<file path="src/core/tpdc_pkg.sv">
// constants shared by the triple pll divider configuration block
// assumes a 32-bit axi4-lite master and byte-wide pll control registers
package tpdc_pkg;

  localparam int NUM_REGS = 6;
  localparam int ADDR_W = 8;

  // register indices; byte address is four times the index
  localparam logic [7:0] IDX_PIX_A = 8'h05;
  localparam logic [7:0] IDX_PIX_B = 8'h06;
  localparam logic [7:0] IDX_MEM_A = 8'h07;
  localparam logic [7:0] IDX_MEM_B = 8'h08;
  localparam logic [7:0] IDX_CORE_A = 8'h09;
  localparam logic [7:0] IDX_CORE_B = 8'h0A;
  localparam logic [7:0] IDX_STATUS = 8'h10;
  localparam logic [NUM_REGS-1:0][7:0] REG_IDX =
    {IDX_CORE_B, IDX_CORE_A, IDX_MEM_B, IDX_MEM_A, IDX_PIX_B, IDX_PIX_A};

  // slots in the register array
  localparam int SLOT_PIX_A = 0;
  localparam int SLOT_PIX_B = 1;
  localparam int SLOT_MEM_A = 2;
  localparam int SLOT_MEM_B = 3;
  localparam int SLOT_CORE_A = 4;
  localparam int SLOT_CORE_B = 5;

  // field layout of the first control register of each pll
  localparam int POST_HI = 7;
  localparam int POST_LO = 6;
  localparam int PRE_HI = 5;
  localparam int PRE_LO = 1;
  localparam int N8_BIT = 0;

  // reset values: post-divider 0, pre-divider 10, n[8] 0; multiplier low bytes 60, 133, 100
  localparam logic [7:0] CTRL_A_RST = 8'h14;
  localparam logic [7:0] PIX_B_RST = 8'h3C;
  localparam logic [7:0] MEM_B_RST = 8'h85;
  localparam logic [7:0] CORE_B_RST = 8'h64;
  localparam logic [NUM_REGS-1:0][7:0] REG_RST =
    {CORE_B_RST, CTRL_A_RST, MEM_B_RST, CTRL_A_RST, PIX_B_RST, CTRL_A_RST};

  // legal ranges and the least reference rate after the pre-divider
  localparam logic [4:0] PRE_MIN = 5'h02;
  localparam logic [8:0] MULT_MIN = 9'h002;
  localparam logic [31:0] REF_MIN_KHZ = 32'h0000_03E8;

  // status register bits
  localparam int ST_BUSY = 0;
  localparam int ST_BAD_CORE = 1;
  localparam int ST_BAD_MEM = 2;
  localparam int ST_BAD_PIX = 3;

  // frequency calculator geometry
  localparam int PROD_W = 41;
  localparam int DIV_W = 7;
  localparam logic [5:0] CALC_STEPS = 6'h29;

  localparam logic [1:0] RESP_OKAY = 2'h0;
  localparam logic [1:0] RESP_SLVERR = 2'h2;

  typedef enum logic [1:0] {
    TPDC_IDLE,
    TPDC_CORE,
    TPDC_MEM,
    TPDC_PIX
  } tpdc_state_t;

endpackage

</file>
<file path="src/core/tpdc_freq_calc.sv">
// sequential calculator: freq = ref * mult / (pre_div * (post_sel + 1))
// assumes inputs are stable in the cycle of start; one job at a time
`timescale 1ns/1ps
module tpdc_freq_calc
  import tpdc_pkg::*;
(
  input wire logic aclk,
  input wire logic aresetn,
  input wire logic start,
  input wire logic [31:0] ref_khz,
  input wire logic [8:0] mult,
  input wire logic [4:0] pre_div,
  input wire logic [1:0] post_sel,
  output logic busy,
  output logic done,
  output logic [31:0] freq_khz
);

  logic [PROD_W-1:0] dvd_reg;
  logic [PROD_W-1:0] quo_reg;
  logic [PROD_W-1:0] prod_reg;
  logic [DIV_W:0] rem_reg;
  logic [DIV_W-1:0] div_reg;
  logic [5:0] cnt_reg;
  logic [PROD_W-1:0] product;
  logic [DIV_W-1:0] divisor;
  logic [DIV_W:0] rem_shift;
  logic sub_ok;
  logic [PROD_W-1:0] quo_full;

  // post-divide code n divides by n+1
  assign product = PROD_W'(ref_khz) * PROD_W'(mult);
  assign divisor = DIV_W'(pre_div) * DIV_W'({1'b0, post_sel} + 3'h1);
  assign rem_shift = {rem_reg[DIV_W-1:0], dvd_reg[PROD_W-1]};
  assign sub_ok = rem_shift >= {1'b0, div_reg};
  assign quo_full = {quo_reg[PROD_W-2:0], sub_ok};

  always_ff @(posedge aclk) begin
    if (!aresetn) begin
      busy <= 1'b0;
      done <= 1'b0;
      freq_khz <= 32'h0;
      cnt_reg <= 6'h0;
      dvd_reg <= '0;
      quo_reg <= '0;
      prod_reg <= '0;
      rem_reg <= '0;
      div_reg <= '0;
    end else begin
      done <= 1'b0;
      if (start && !busy) begin
        busy <= 1'b1;
        cnt_reg <= CALC_STEPS;
        dvd_reg <= product;
        prod_reg <= product;
        div_reg <= divisor;
        quo_reg <= '0;
        rem_reg <= '0;
      end else if (busy) begin
        dvd_reg <= {dvd_reg[PROD_W-2:0], 1'b0};
        rem_reg <= sub_ok ? rem_shift - {1'b0, div_reg} : rem_shift;
        quo_reg <= quo_full;
        cnt_reg <= cnt_reg - 6'h1;
        if (cnt_reg == 6'h1) begin
          busy <= 1'b0;
          done <= 1'b1;
          // zero divisor gives zero; overflow saturates
          if (div_reg == '0) begin
            freq_khz <= 32'h0;
          end else if (|quo_full[PROD_W-1:32]) begin
            freq_khz <= 32'hFFFF_FFFF;
          end else begin
            freq_khz <= quo_full[31:0];
          end
        end
      end
    end
  end

  // checks
  logic [PROD_W+DIV_W:0] chk_low;
  logic [PROD_W+DIV_W:0] chk_prod;
  assign chk_low = (PROD_W+DIV_W+1)'(quo_reg) * (PROD_W+DIV_W+1)'(div_reg);
  assign chk_prod = (PROD_W+DIV_W+1)'(prod_reg);
endmodule // tpdc_freq_calc

</file>
<file path="src/core/tpdc_top.sv">
// What this block does
// - Pixel post-divider code selects divide by 1-4
// - Pixel multiplier nine bits, top bit bit0
// - Pixel clock derives from core clock output
// - Memory pll uses same divider field layout
// - Memory multiplier joins bit0 and second register
// - Memory pll output clocks display memory
// - Core pll uses same three-field arrangement
// - Core pll output clocks core logic
// - Output is ref times mult over both dividers
//
// axi4-lite register file for three pll settings and a frequency model
// assumes one clock, synchronous active-low reset, a compliant master
//
// Decided for this implementation: the AXI4-Lite register port.
`timescale 1ns/1ps
module tpdc_top
  import tpdc_pkg::*;
#(
  parameter logic [31:0] CRYSTAL_REF_FREQ_KHZ = 32'h0000_2710
) (
  input wire logic aclk,
  input wire logic aresetn,
  input wire logic [ADDR_W-1:0] s_axi_awaddr,
  input wire logic s_axi_awvalid,
  output logic s_axi_awready,
  input wire logic [31:0] s_axi_wdata,
  input wire logic [3:0] s_axi_wstrb,
  input wire logic s_axi_wvalid,
  output logic s_axi_wready,
  output logic [1:0] s_axi_bresp,
  output logic s_axi_bvalid,
  input wire logic s_axi_bready,
  input wire logic [ADDR_W-1:0] s_axi_araddr,
  input wire logic s_axi_arvalid,
  output logic s_axi_arready,
  output logic [31:0] s_axi_rdata,
  output logic [1:0] s_axi_rresp,
  output logic s_axi_rvalid,
  input wire logic s_axi_rready,
  output logic [31:0] core_logic_clock_freq,
  output logic [31:0] display_mem_clock_freq,
  output logic [31:0] pixel_scan_clock_freq,
  output logic freq_settled
);

  // ---------------- bus handshake ----------------
  logic aw_hold_reg;
  logic aw_hold_next;
  logic [ADDR_W-1:0] awaddr_reg;
  logic w_hold_reg;
  logic w_hold_next;
  logic [7:0] wdata_reg;
  logic wstrb0_reg;
  logic bvalid_next;
  logic rvalid_next;
  logic aw_take;
  logic w_take;
  logic ar_take;
  logic wr_fire;

  assign aw_take = s_axi_awvalid && s_axi_awready;
  assign w_take = s_axi_wvalid && s_axi_wready;
  assign ar_take = s_axi_arvalid && s_axi_arready;
  assign wr_fire = aw_hold_reg && w_hold_reg && !s_axi_bvalid;
  assign aw_hold_next = (aw_hold_reg && !wr_fire) || aw_take;
  assign w_hold_next = (w_hold_reg && !wr_fire) || w_take;
  assign bvalid_next = wr_fire || (s_axi_bvalid && !s_axi_bready);
  assign rvalid_next = ar_take || (s_axi_rvalid && !s_axi_rready);

  always_ff @(posedge aclk) begin
    if (!aresetn) begin
      aw_hold_reg <= 1'b0;
      w_hold_reg <= 1'b0;
      s_axi_awready <= 1'b0;
      s_axi_wready <= 1'b0;
      s_axi_bvalid <= 1'b0;
      s_axi_arready <= 1'b0;
      s_axi_rvalid <= 1'b0;
    end else begin
      aw_hold_reg <= aw_hold_next;
      w_hold_reg <= w_hold_next;
      s_axi_awready <= !aw_hold_next && !bvalid_next;
      s_axi_wready <= !w_hold_next && !bvalid_next;
      s_axi_bvalid <= bvalid_next;
      s_axi_arready <= !rvalid_next;
      s_axi_rvalid <= rvalid_next;
    end
  end

  always_ff @(posedge aclk) begin
    if (!aresetn) begin
      awaddr_reg <= '0;
      wdata_reg <= 8'h0;
      wstrb0_reg <= 1'b0;
    end else begin
      if (aw_take) begin
        awaddr_reg <= s_axi_awaddr;
      end
      if (w_take) begin
        wdata_reg <= s_axi_wdata[7:0];
        wstrb0_reg <= s_axi_wstrb[0];
      end
    end
  end

  // ---------------- pll control registers ----------------
  logic [NUM_REGS-1:0][7:0] pll_regs;
  logic [NUM_REGS-1:0] wr_hit;
  logic [NUM_REGS-1:0] rd_hit;
  logic [NUM_REGS-1:0][7:0] rd_term;
  logic wr_any_pll;

  genvar gi;
  generate
    for (gi = 0; gi < NUM_REGS; gi++) begin : g_reg
      assign wr_hit[gi] = wr_fire && (awaddr_reg == ADDR_W'({REG_IDX[gi][5:0], 2'b00}));
      assign rd_hit[gi] = s_axi_araddr == ADDR_W'({REG_IDX[gi][5:0], 2'b00});
      assign rd_term[gi] = rd_hit[gi] ? pll_regs[gi] : 8'h0;
      always_ff @(posedge aclk) begin
        if (!aresetn) begin
          pll_regs[gi] <= REG_RST[gi];
        end else if (wr_hit[gi] && wstrb0_reg) begin
          pll_regs[gi] <= wdata_reg;
        end
      end
    end
  endgenerate

  assign wr_any_pll = |wr_hit;

  // per-pll fields; n is bit 0 of the first register over the whole second
  logic [1:0] core_post;
  logic [1:0] mem_post;
  logic [1:0] pix_post;
  logic [4:0] core_pre;
  logic [4:0] mem_pre;
  logic [4:0] pix_pre;
  logic [8:0] core_mult;
  logic [8:0] mem_mult;
  logic [8:0] pix_mult;

  assign pix_post = pll_regs[SLOT_PIX_A][POST_HI:POST_LO];
  assign mem_post = pll_regs[SLOT_MEM_A][POST_HI:POST_LO];
  assign core_post = pll_regs[SLOT_CORE_A][POST_HI:POST_LO];
  assign pix_pre = pll_regs[SLOT_PIX_A][PRE_HI:PRE_LO];
  assign mem_pre = pll_regs[SLOT_MEM_A][PRE_HI:PRE_LO];
  assign core_pre = pll_regs[SLOT_CORE_A][PRE_HI:PRE_LO];
  assign pix_mult = {pll_regs[SLOT_PIX_A][N8_BIT], pll_regs[SLOT_PIX_B]};
  assign mem_mult = {pll_regs[SLOT_MEM_A][N8_BIT], pll_regs[SLOT_MEM_B]};
  assign core_mult = {pll_regs[SLOT_CORE_A][N8_BIT], pll_regs[SLOT_CORE_B]};

  // ---------------- recalculation sequencer ----------------
  tpdc_state_t state_reg;
  tpdc_state_t state_next;
  logic dirty_reg;
  logic launch_reg;
  logic calc_start;
  logic calc_busy;
  logic calc_done;
  logic [31:0] calc_freq;
  logic [31:0] calc_ref;
  logic [8:0] calc_mult;
  logic [4:0] calc_pre;
  logic [1:0] calc_post;
  logic calc_bad;
  logic [2:0] bad_reg;

  // pixel reference is the core pll output, the others take the crystal
  assign calc_ref = (state_reg == TPDC_PIX) ? core_logic_clock_freq
                                            : CRYSTAL_REF_FREQ_KHZ;
  assign calc_mult = (state_reg == TPDC_PIX) ? pix_mult :
                     (state_reg == TPDC_MEM) ? mem_mult : core_mult;
  assign calc_pre = (state_reg == TPDC_PIX) ? pix_pre :
                    (state_reg == TPDC_MEM) ? mem_pre : core_pre;
  assign calc_post = (state_reg == TPDC_PIX) ? pix_post :
                     (state_reg == TPDC_MEM) ? mem_post : core_post;
  // flags settings outside the range software is meant to keep
  assign calc_bad = (calc_pre < PRE_MIN) || (calc_mult < MULT_MIN)
                    || (calc_ref < REF_MIN_KHZ * 32'(calc_pre));
  assign calc_start = (state_reg != TPDC_IDLE) && !launch_reg;

  always_comb begin
    state_next = state_reg;
    case (state_reg)
      TPDC_IDLE: begin
        if (dirty_reg) begin
          state_next = TPDC_CORE;
        end
      end
      TPDC_CORE: begin
        if (calc_done) begin
          state_next = TPDC_MEM;
        end
      end
      TPDC_MEM: begin
        if (calc_done) begin
          state_next = TPDC_PIX;
        end
      end
      TPDC_PIX: begin
        if (calc_done) begin
          state_next = TPDC_IDLE;
        end
      end
      default: begin
        state_next = TPDC_IDLE;
      end
    endcase
  end

  always_ff @(posedge aclk) begin
    if (!aresetn) begin
      state_reg <= TPDC_IDLE;
      dirty_reg <= 1'b1;
      launch_reg <= 1'b0;
    end else begin
      state_reg <= state_next;
      // a write in the clearing cycle keeps the request pending
      dirty_reg <= wr_any_pll || (dirty_reg && state_reg != TPDC_IDLE);
      launch_reg <= calc_done ? 1'b0 : (launch_reg || calc_start);
    end
  end

  always_ff @(posedge aclk) begin
    if (!aresetn) begin
      core_logic_clock_freq <= 32'h0;
      display_mem_clock_freq <= 32'h0;
      pixel_scan_clock_freq <= 32'h0;
      bad_reg <= 3'h0;
      freq_settled <= 1'b0;
    end else begin
      freq_settled <= (state_next == TPDC_IDLE) && !dirty_reg && !wr_any_pll;
      if (calc_done) begin
        case (state_reg)
          TPDC_CORE: begin
            core_logic_clock_freq <= calc_freq;
            bad_reg[0] <= calc_bad;
          end
          TPDC_MEM: begin
            display_mem_clock_freq <= calc_freq;
            bad_reg[1] <= calc_bad;
          end
          TPDC_PIX: begin
            pixel_scan_clock_freq <= calc_freq;
            bad_reg[2] <= calc_bad;
          end
          default: begin
            bad_reg <= bad_reg;
          end
        endcase
      end
    end
  end

  tpdc_freq_calc u_calc (
    .aclk(aclk),
    .aresetn(aresetn),
    .start(calc_start),
    .ref_khz(calc_ref),
    .mult(calc_mult),
    .pre_div(calc_pre),
    .post_sel(calc_post),
    .busy(calc_busy),
    .done(calc_done),
    .freq_khz(calc_freq)
  );

  // ---------------- read data ----------------
  logic [7:0] rd_pll;
  logic rd_status;
  logic rd_mapped;
  logic [7:0] status_val;

  always_comb begin
    rd_pll = 8'h0;
    for (int i = 0; i < NUM_REGS; i++) begin
      rd_pll = rd_pll | rd_term[i];
    end
  end

  assign rd_status = s_axi_araddr == ADDR_W'({IDX_STATUS[5:0], 2'b00});
  assign rd_mapped = (|rd_hit) || rd_status;
  assign status_val = {4'h0, bad_reg, dirty_reg || (state_reg != TPDC_IDLE) || calc_busy};

  always_ff @(posedge aclk) begin
    if (!aresetn) begin
      s_axi_rdata <= 32'h0;
      s_axi_rresp <= RESP_OKAY;
      s_axi_bresp <= RESP_OKAY;
    end else begin
      if (ar_take) begin
        s_axi_rdata <= {24'h0, rd_status ? status_val : rd_pll};
        s_axi_rresp <= rd_mapped ? RESP_OKAY : RESP_SLVERR;
      end
      if (wr_fire) begin
        s_axi_bresp <= (|wr_hit) ? RESP_OKAY : RESP_SLVERR;
      end
    end
  end
endmodule // tpdc_top

</file>
<file path="config.mk">
export PLATFORM = sky130hd
export DESIGN_NAME = tpdc_top
export DESIGN_NICKNAME = d
export VERILOG_FILES = /design/src/core/tpdc_pkg.sv /design/src/core/tpdc_freq_calc.sv /design/src/core/tpdc_top.sv
export SDC_FILE = /design/constraint.sdc
export NUM_CORES = 1
export LEC_CHECK = 0
export ABC_AREA = 1
export BUFFER_PORTS_ARGS = -buffer_cell sky130_fd_sc_hd__buf_4
export CORE_ASPECT_RATIO = 0.9
export CORE_MARGIN = 3
export CORE_UTILIZATION = 54
export DETAILED_ROUTE_END_ITERATION = 10
export PLACE_DENSITY = 0.78
export SYNTH_ARGS = -nofsm -noshare
export SYNTH_HDL_FRONTEND = slang
export SYNTH_HIERARCHICAL = 1
export SYNTH_SLANG_ARGS = --single-unit
</file>
<file path="constraint.sdc">
create_clock -name aclk -period 4.8 [get_ports aclk]
set_clock_uncertainty 0.15 [all_clocks]
set_input_delay 0 -clock aclk [delete_from_list [all_inputs] [get_ports aclk]]
set_output_delay 0 -clock aclk [all_outputs]
set_load 0.05 [all_outputs]
</file>
==> impl_metrics.json <==
{
  "totalNegativeSetupSlack_ns": -8.16,
  "post_drt_via_cell_ratio": 5.47,
  "synthesis_warnings": 6,
  "grt_pass1_wl_um": 123000,
  "number_of_global_route_vias_before_repair": 23945,
  "placement.io_buffers": 143,
  "fill_count": 3426,
  "p_clk_frac": 0.438,
  "worst_ir_drop_vdd_uv": 340,
  "cts_num_sinks": 321,
  "period_needed_ns": 5.13,
  "ys_seq_area_frac": 0.262,
  "pwr-share-seq": 0.442,
  "largest_net_degree_at_the_start_of_global_routing": 86,
  "synth_top_flop_cell": "sky130_fd_sc_hd__dfxtp_1",
  "final-max-slew-violation-count": 0,
  "tightestPinTransition_ns": 1.19,
  "timing.critical_path.to_type": "register",
  "grt_usage": 0.317,
  "post_synth_num_cell_types": 55,
  "floorplan.die.height_um": 208,
  "syn-mean-instance-area_um2": 7.06,
  "p_leak_uw": 0.0162,
  "ys_seq_elements": 321,
  "holdCritStartpoint": "s_axi_araddr[4]",
  "synth-xor-area-share": 0.00642,
  "cts-buffers-inserted": 34,
  "cts-htree-levels": 2,
  "grt-ovfl-total": 0,
  "yosys-mux-area-fraction": 0,
  "floorplan.initialDensity": 0.551,
  "setup.reg_to_reg.worst_slack_ns": -0.33,
  "detailedPlace.worstSlack_ns": -0.387,
  "combPwrFrac": 0.120,
  "timing.final.ws_setup_ns": -0.333,
  "worst_hold_path.endpoint": "s_axi_rdata[6]",
  "worstRegToRegCells": 23,
  "worst_hold_path.num_cells": 10,
  "timing.fmax_mhz": 195,
  "postSynthCellCount": 3481,
  "synth.top_cell.area_share": 0.262,
  "combinational_family_with_the_most_area_after_synthesis": "adder cells",
  "detail_route.drc_violations": 0,
  "path_max_fanout": 14,
  "placer_s_final_routability_congestion_estimate": 0.981,
  "timing.hold.worst.class": "input pin to register",
  "rows": 73,
  "power_switching_share": 0.274,
  "synthesis.area_mm2": 0.0246,
  "synth_edf_count": 0,
  "synth.area.top_cells": "sky130_fd_sc_hd__dfxtp_1 26%, sky130_fd_sc_hd__fa_1 18%, sky130_fd_sc_hd__nand2_1 12%, sky130_fd_sc_hd__inv_1 10%, sky130_fd_sc_hd__nor2_1 5.8%",
  "synth-adder-area-share": 0.240,
  "io-pin-count": 197,
  "power_density_mw_per_mm2": 204,
  "hold_viol_final": 0,
  "total_net_switching_power_uw": 1710,
  "synthesized_area_fraction_occupied_by_ao_oa_aoi_and_oai_cells": 0.116,
  "clk_transition_reported_paths_ns": 0.06,
  "synthToLayoutAreaGrowth_pct": 24.5,
  "routed-via-count": 24155,
  "cp.arrival_ns": 5.42,
  "postSynth.asyncResetShare": 0,
  "worst_skew_pair.late_latency_ns": 0.57,
  "avgRoutedWirePerCell_um": 17.6,
  "crit_path_start_kind": "register",
  "place.detailed.hpwl_um": 52200,
  "diodes": 0,
  "grt_antenna_before_repair": 0,
  "final_wl_um": 77900,
  "finalNetCount": 4183,
  "max_ffs_per_register": 41,
  "outcome": "complete, but fails checks",
  "fp.coreArea_mm2": 0.0446,
  "clock_path_buffers": 3,
  "tritoncts_clock_tree": "built",
  "cts_root_buf": "sky130_fd_sc_hd__clkbuf_16",
  "critical_path_class": "register to register",
  "p_int_uw": 4530,
  "die_w_um": 231,
  "regToRegStartpoint": "state_reg[1]",
  "post_synth_and_or_nand_nor_area_fraction": 0.235,
  "drtIter0Drc": 2781,
  "drive_above_1_share": 0.175,
  "min_period_over_period": 1.07,
  "timing.slew.headroom": 0.204,
  "max_cap_viol_count": 0,
  "route.antenna.remaining_nets": 0,
  "area_of_the_die_mm2": 0.0481,
  "required_ns": 5.09,
  "yosys.area.top_type": "sky130_fd_sc_hd__dfxtp_1",
  "violations": "negative setup slack",
  "rsz_0062_raised_after_global_routing": "yes",
  "detail_route.first_pass.iterations": 6,
  "worstReg2RegEnd": "u_calc/dvd_reg[40]",
  "setup_viol": 36
}
cell usage after synthesis (30+ instances only):
library cell               number
sky130_fd_sc_hd__nand2_1      790
sky130_fd_sc_hd__inv_1        670
sky130_fd_sc_hd__nor2_1       378
sky130_fd_sc_hd__dfxtp_1      321
sky130_fd_sc_hd__fa_1         224
sky130_fd_sc_hd__a21oi_1      220
sky130_fd_sc_hd__o21ai_0      176
sky130_fd_sc_hd__nand3_1      166
sky130_fd_sc_hd__clkbuf_1     135
sky130_fd_sc_hd__ha_1         112
sky130_fd_sc_hd__o21ai_1       38
sky130_fd_sc_hd__a22oi_1       34
sky130_fd_sc_hd__buf_4         30
timing repair:
item                                   4_1_cts  5_1_grt
pin swaps                                   43       32
endpoints found under the hold margin       83        0
gates resized for setup                    127       68
gates cloned                                 9        4
hold buffers                                52        0
setup endpoints to repair                   37       37
setup buffers                                9        8
layout make-up:
type / count / area, um2 / area share
clock buffer: 46 / 986 / 0.0323
clock inverter: 14 / 176 / 0.00577
inverter: 682 / 2570 / 0.0842
multi-input combinational: 2314 / 15800 / 0.516
sequential: 321 / 6440 / 0.211
tap: 600 / 751 / 0.0246
timing repair buffer: 435 / 3880 / 0.127
per-stage QoR:
step,utilization,power (uW),hold slack (ns),std cells,area [um2]
after floorplan,-,3290,0.0167,3506,24900
after global placement,0.618,3450,0.111,4271,27500
after detailed placement,0.618,3470,0.116,4271,27500
after CTS,0.677,6210,0.0102,4401,30200
after global routing,0.686,6440,0.0965,4412,30600
final,0.686,6230,0.0480,4412,30600
cell usage in the layout, fill, tap and decap left out, types with 18 or more instances in the layout:
cell type	n
sky130_fd_sc_hd__clkbuf_16	38
sky130_fd_sc_hd__a22oi_1	34
sky130_fd_sc_hd__a21oi_1	190
sky130_fd_sc_hd__fa_1	219
sky130_fd_sc_hd__nor2_1	352
sky130_fd_sc_hd__ha_1	81
sky130_fd_sc_hd__dfxtp_1	317
sky130_fd_sc_hd__o21ai_0	162
sky130_fd_sc_hd__nor2_2	26
sky130_fd_sc_hd__nand3_1	147
sky130_fd_sc_hd__dlygate4sd3_1	52
sky130_fd_sc_hd__buf_12	20
sky130_fd_sc_hd__o21ai_1	52
sky130_fd_sc_hd__conb_1	26
sky130_fd_sc_hd__inv_1	667
sky130_fd_sc_hd__buf_4	348
sky130_fd_sc_hd__nand2_2	38
sky130_fd_sc_hd__a21oi_2	29
sky130_fd_sc_hd__nand2_1	751
sky130_fd_sc_hd__ha_4	31
sky130_fd_sc_hd__o211ai_1	18
cells by family after synthesis:
family,Yosys count
flip-flops,321
adder cells (fa/ha/maj),336
other,1
AO/OA/AOI/OAI,519
AND/OR/NAND/NOR,1415
XOR/XNOR,18
buffers and inverters,871
power by group through the flow:
stage	Clock (uW)	Sequential [uW]	Combinational, uW
floorplan	0	2830	464
finish	2730	2760	748
detailed placement	0	2810	653
global placement	0	2810	643
CTS	2740	2750	714
global route	2870	2760	812
layer usage:
metal  wire (um)  GRT usage  vias up
li1            -          -    11198
met4        4150      0.148        0
met1       30200      0.410    11410
met3        8050     0.0657      316
met2       35500      0.509     1231
met5           0          0        -
how the worst max path moves through the flow:
stage / cells past startpoint / to / slack [ns] / startpoint
after floorplan: 26 / u_calc/dvd_reg[27] / 0.0005 / state_reg[1]
after global placement: 23 / u_calc/dvd_reg[36] / -0.30 / state_reg[0]
after detailed placement: 23 / u_calc/dvd_reg[36] / -0.39 / state_reg[0]
after CTS: 24 / u_calc/dvd_reg[37] / -0.16 / state_reg[1]
after global routing: 24 / u_calc/dvd_reg[31] / -0.54 / state_reg[1]
final: 23 / u_calc/dvd_reg[40] / -0.33 / state_reg[1]
worst max-delay path, stage by stage, from the launching register on:
cell,delay [ns]
sky130_fd_sc_hd__dfxtp_4,0.40
sky130_fd_sc_hd__buf_12,0.16
sky130_fd_sc_hd__nand3_1,0.14
sky130_fd_sc_hd__nand3_4,0.12
sky130_fd_sc_hd__buf_12,0.16
sky130_fd_sc_hd__buf_16,0.16
sky130_fd_sc_hd__buf_4,0.15
sky130_fd_sc_hd__nand2_1,0.05
sky130_fd_sc_hd__inv_1,0.05
sky130_fd_sc_hd__fa_1,0.43
sky130_fd_sc_hd__fa_1,0.51
sky130_fd_sc_hd__fa_1,0.50
sky130_fd_sc_hd__inv_1,0.06
sky130_fd_sc_hd__fa_1,0.60
sky130_fd_sc_hd__inv_1,0.10
sky130_fd_sc_hd__ha_4,0.27
sky130_fd_sc_hd__a21oi_1,0.22
sky130_fd_sc_hd__o21ai_1,0.13
sky130_fd_sc_hd__inv_1,0.08
sky130_fd_sc_hd__nand2_1,0.14
sky130_fd_sc_hd__a31oi_1,0.21
sky130_fd_sc_hd__nand3_1,0.09
sky130_fd_sc_hd__nand3_1,0.10
sky130_fd_sc_hd__nand2_1,0.06
Note: power is estimated with default switching activity, not from simulation.
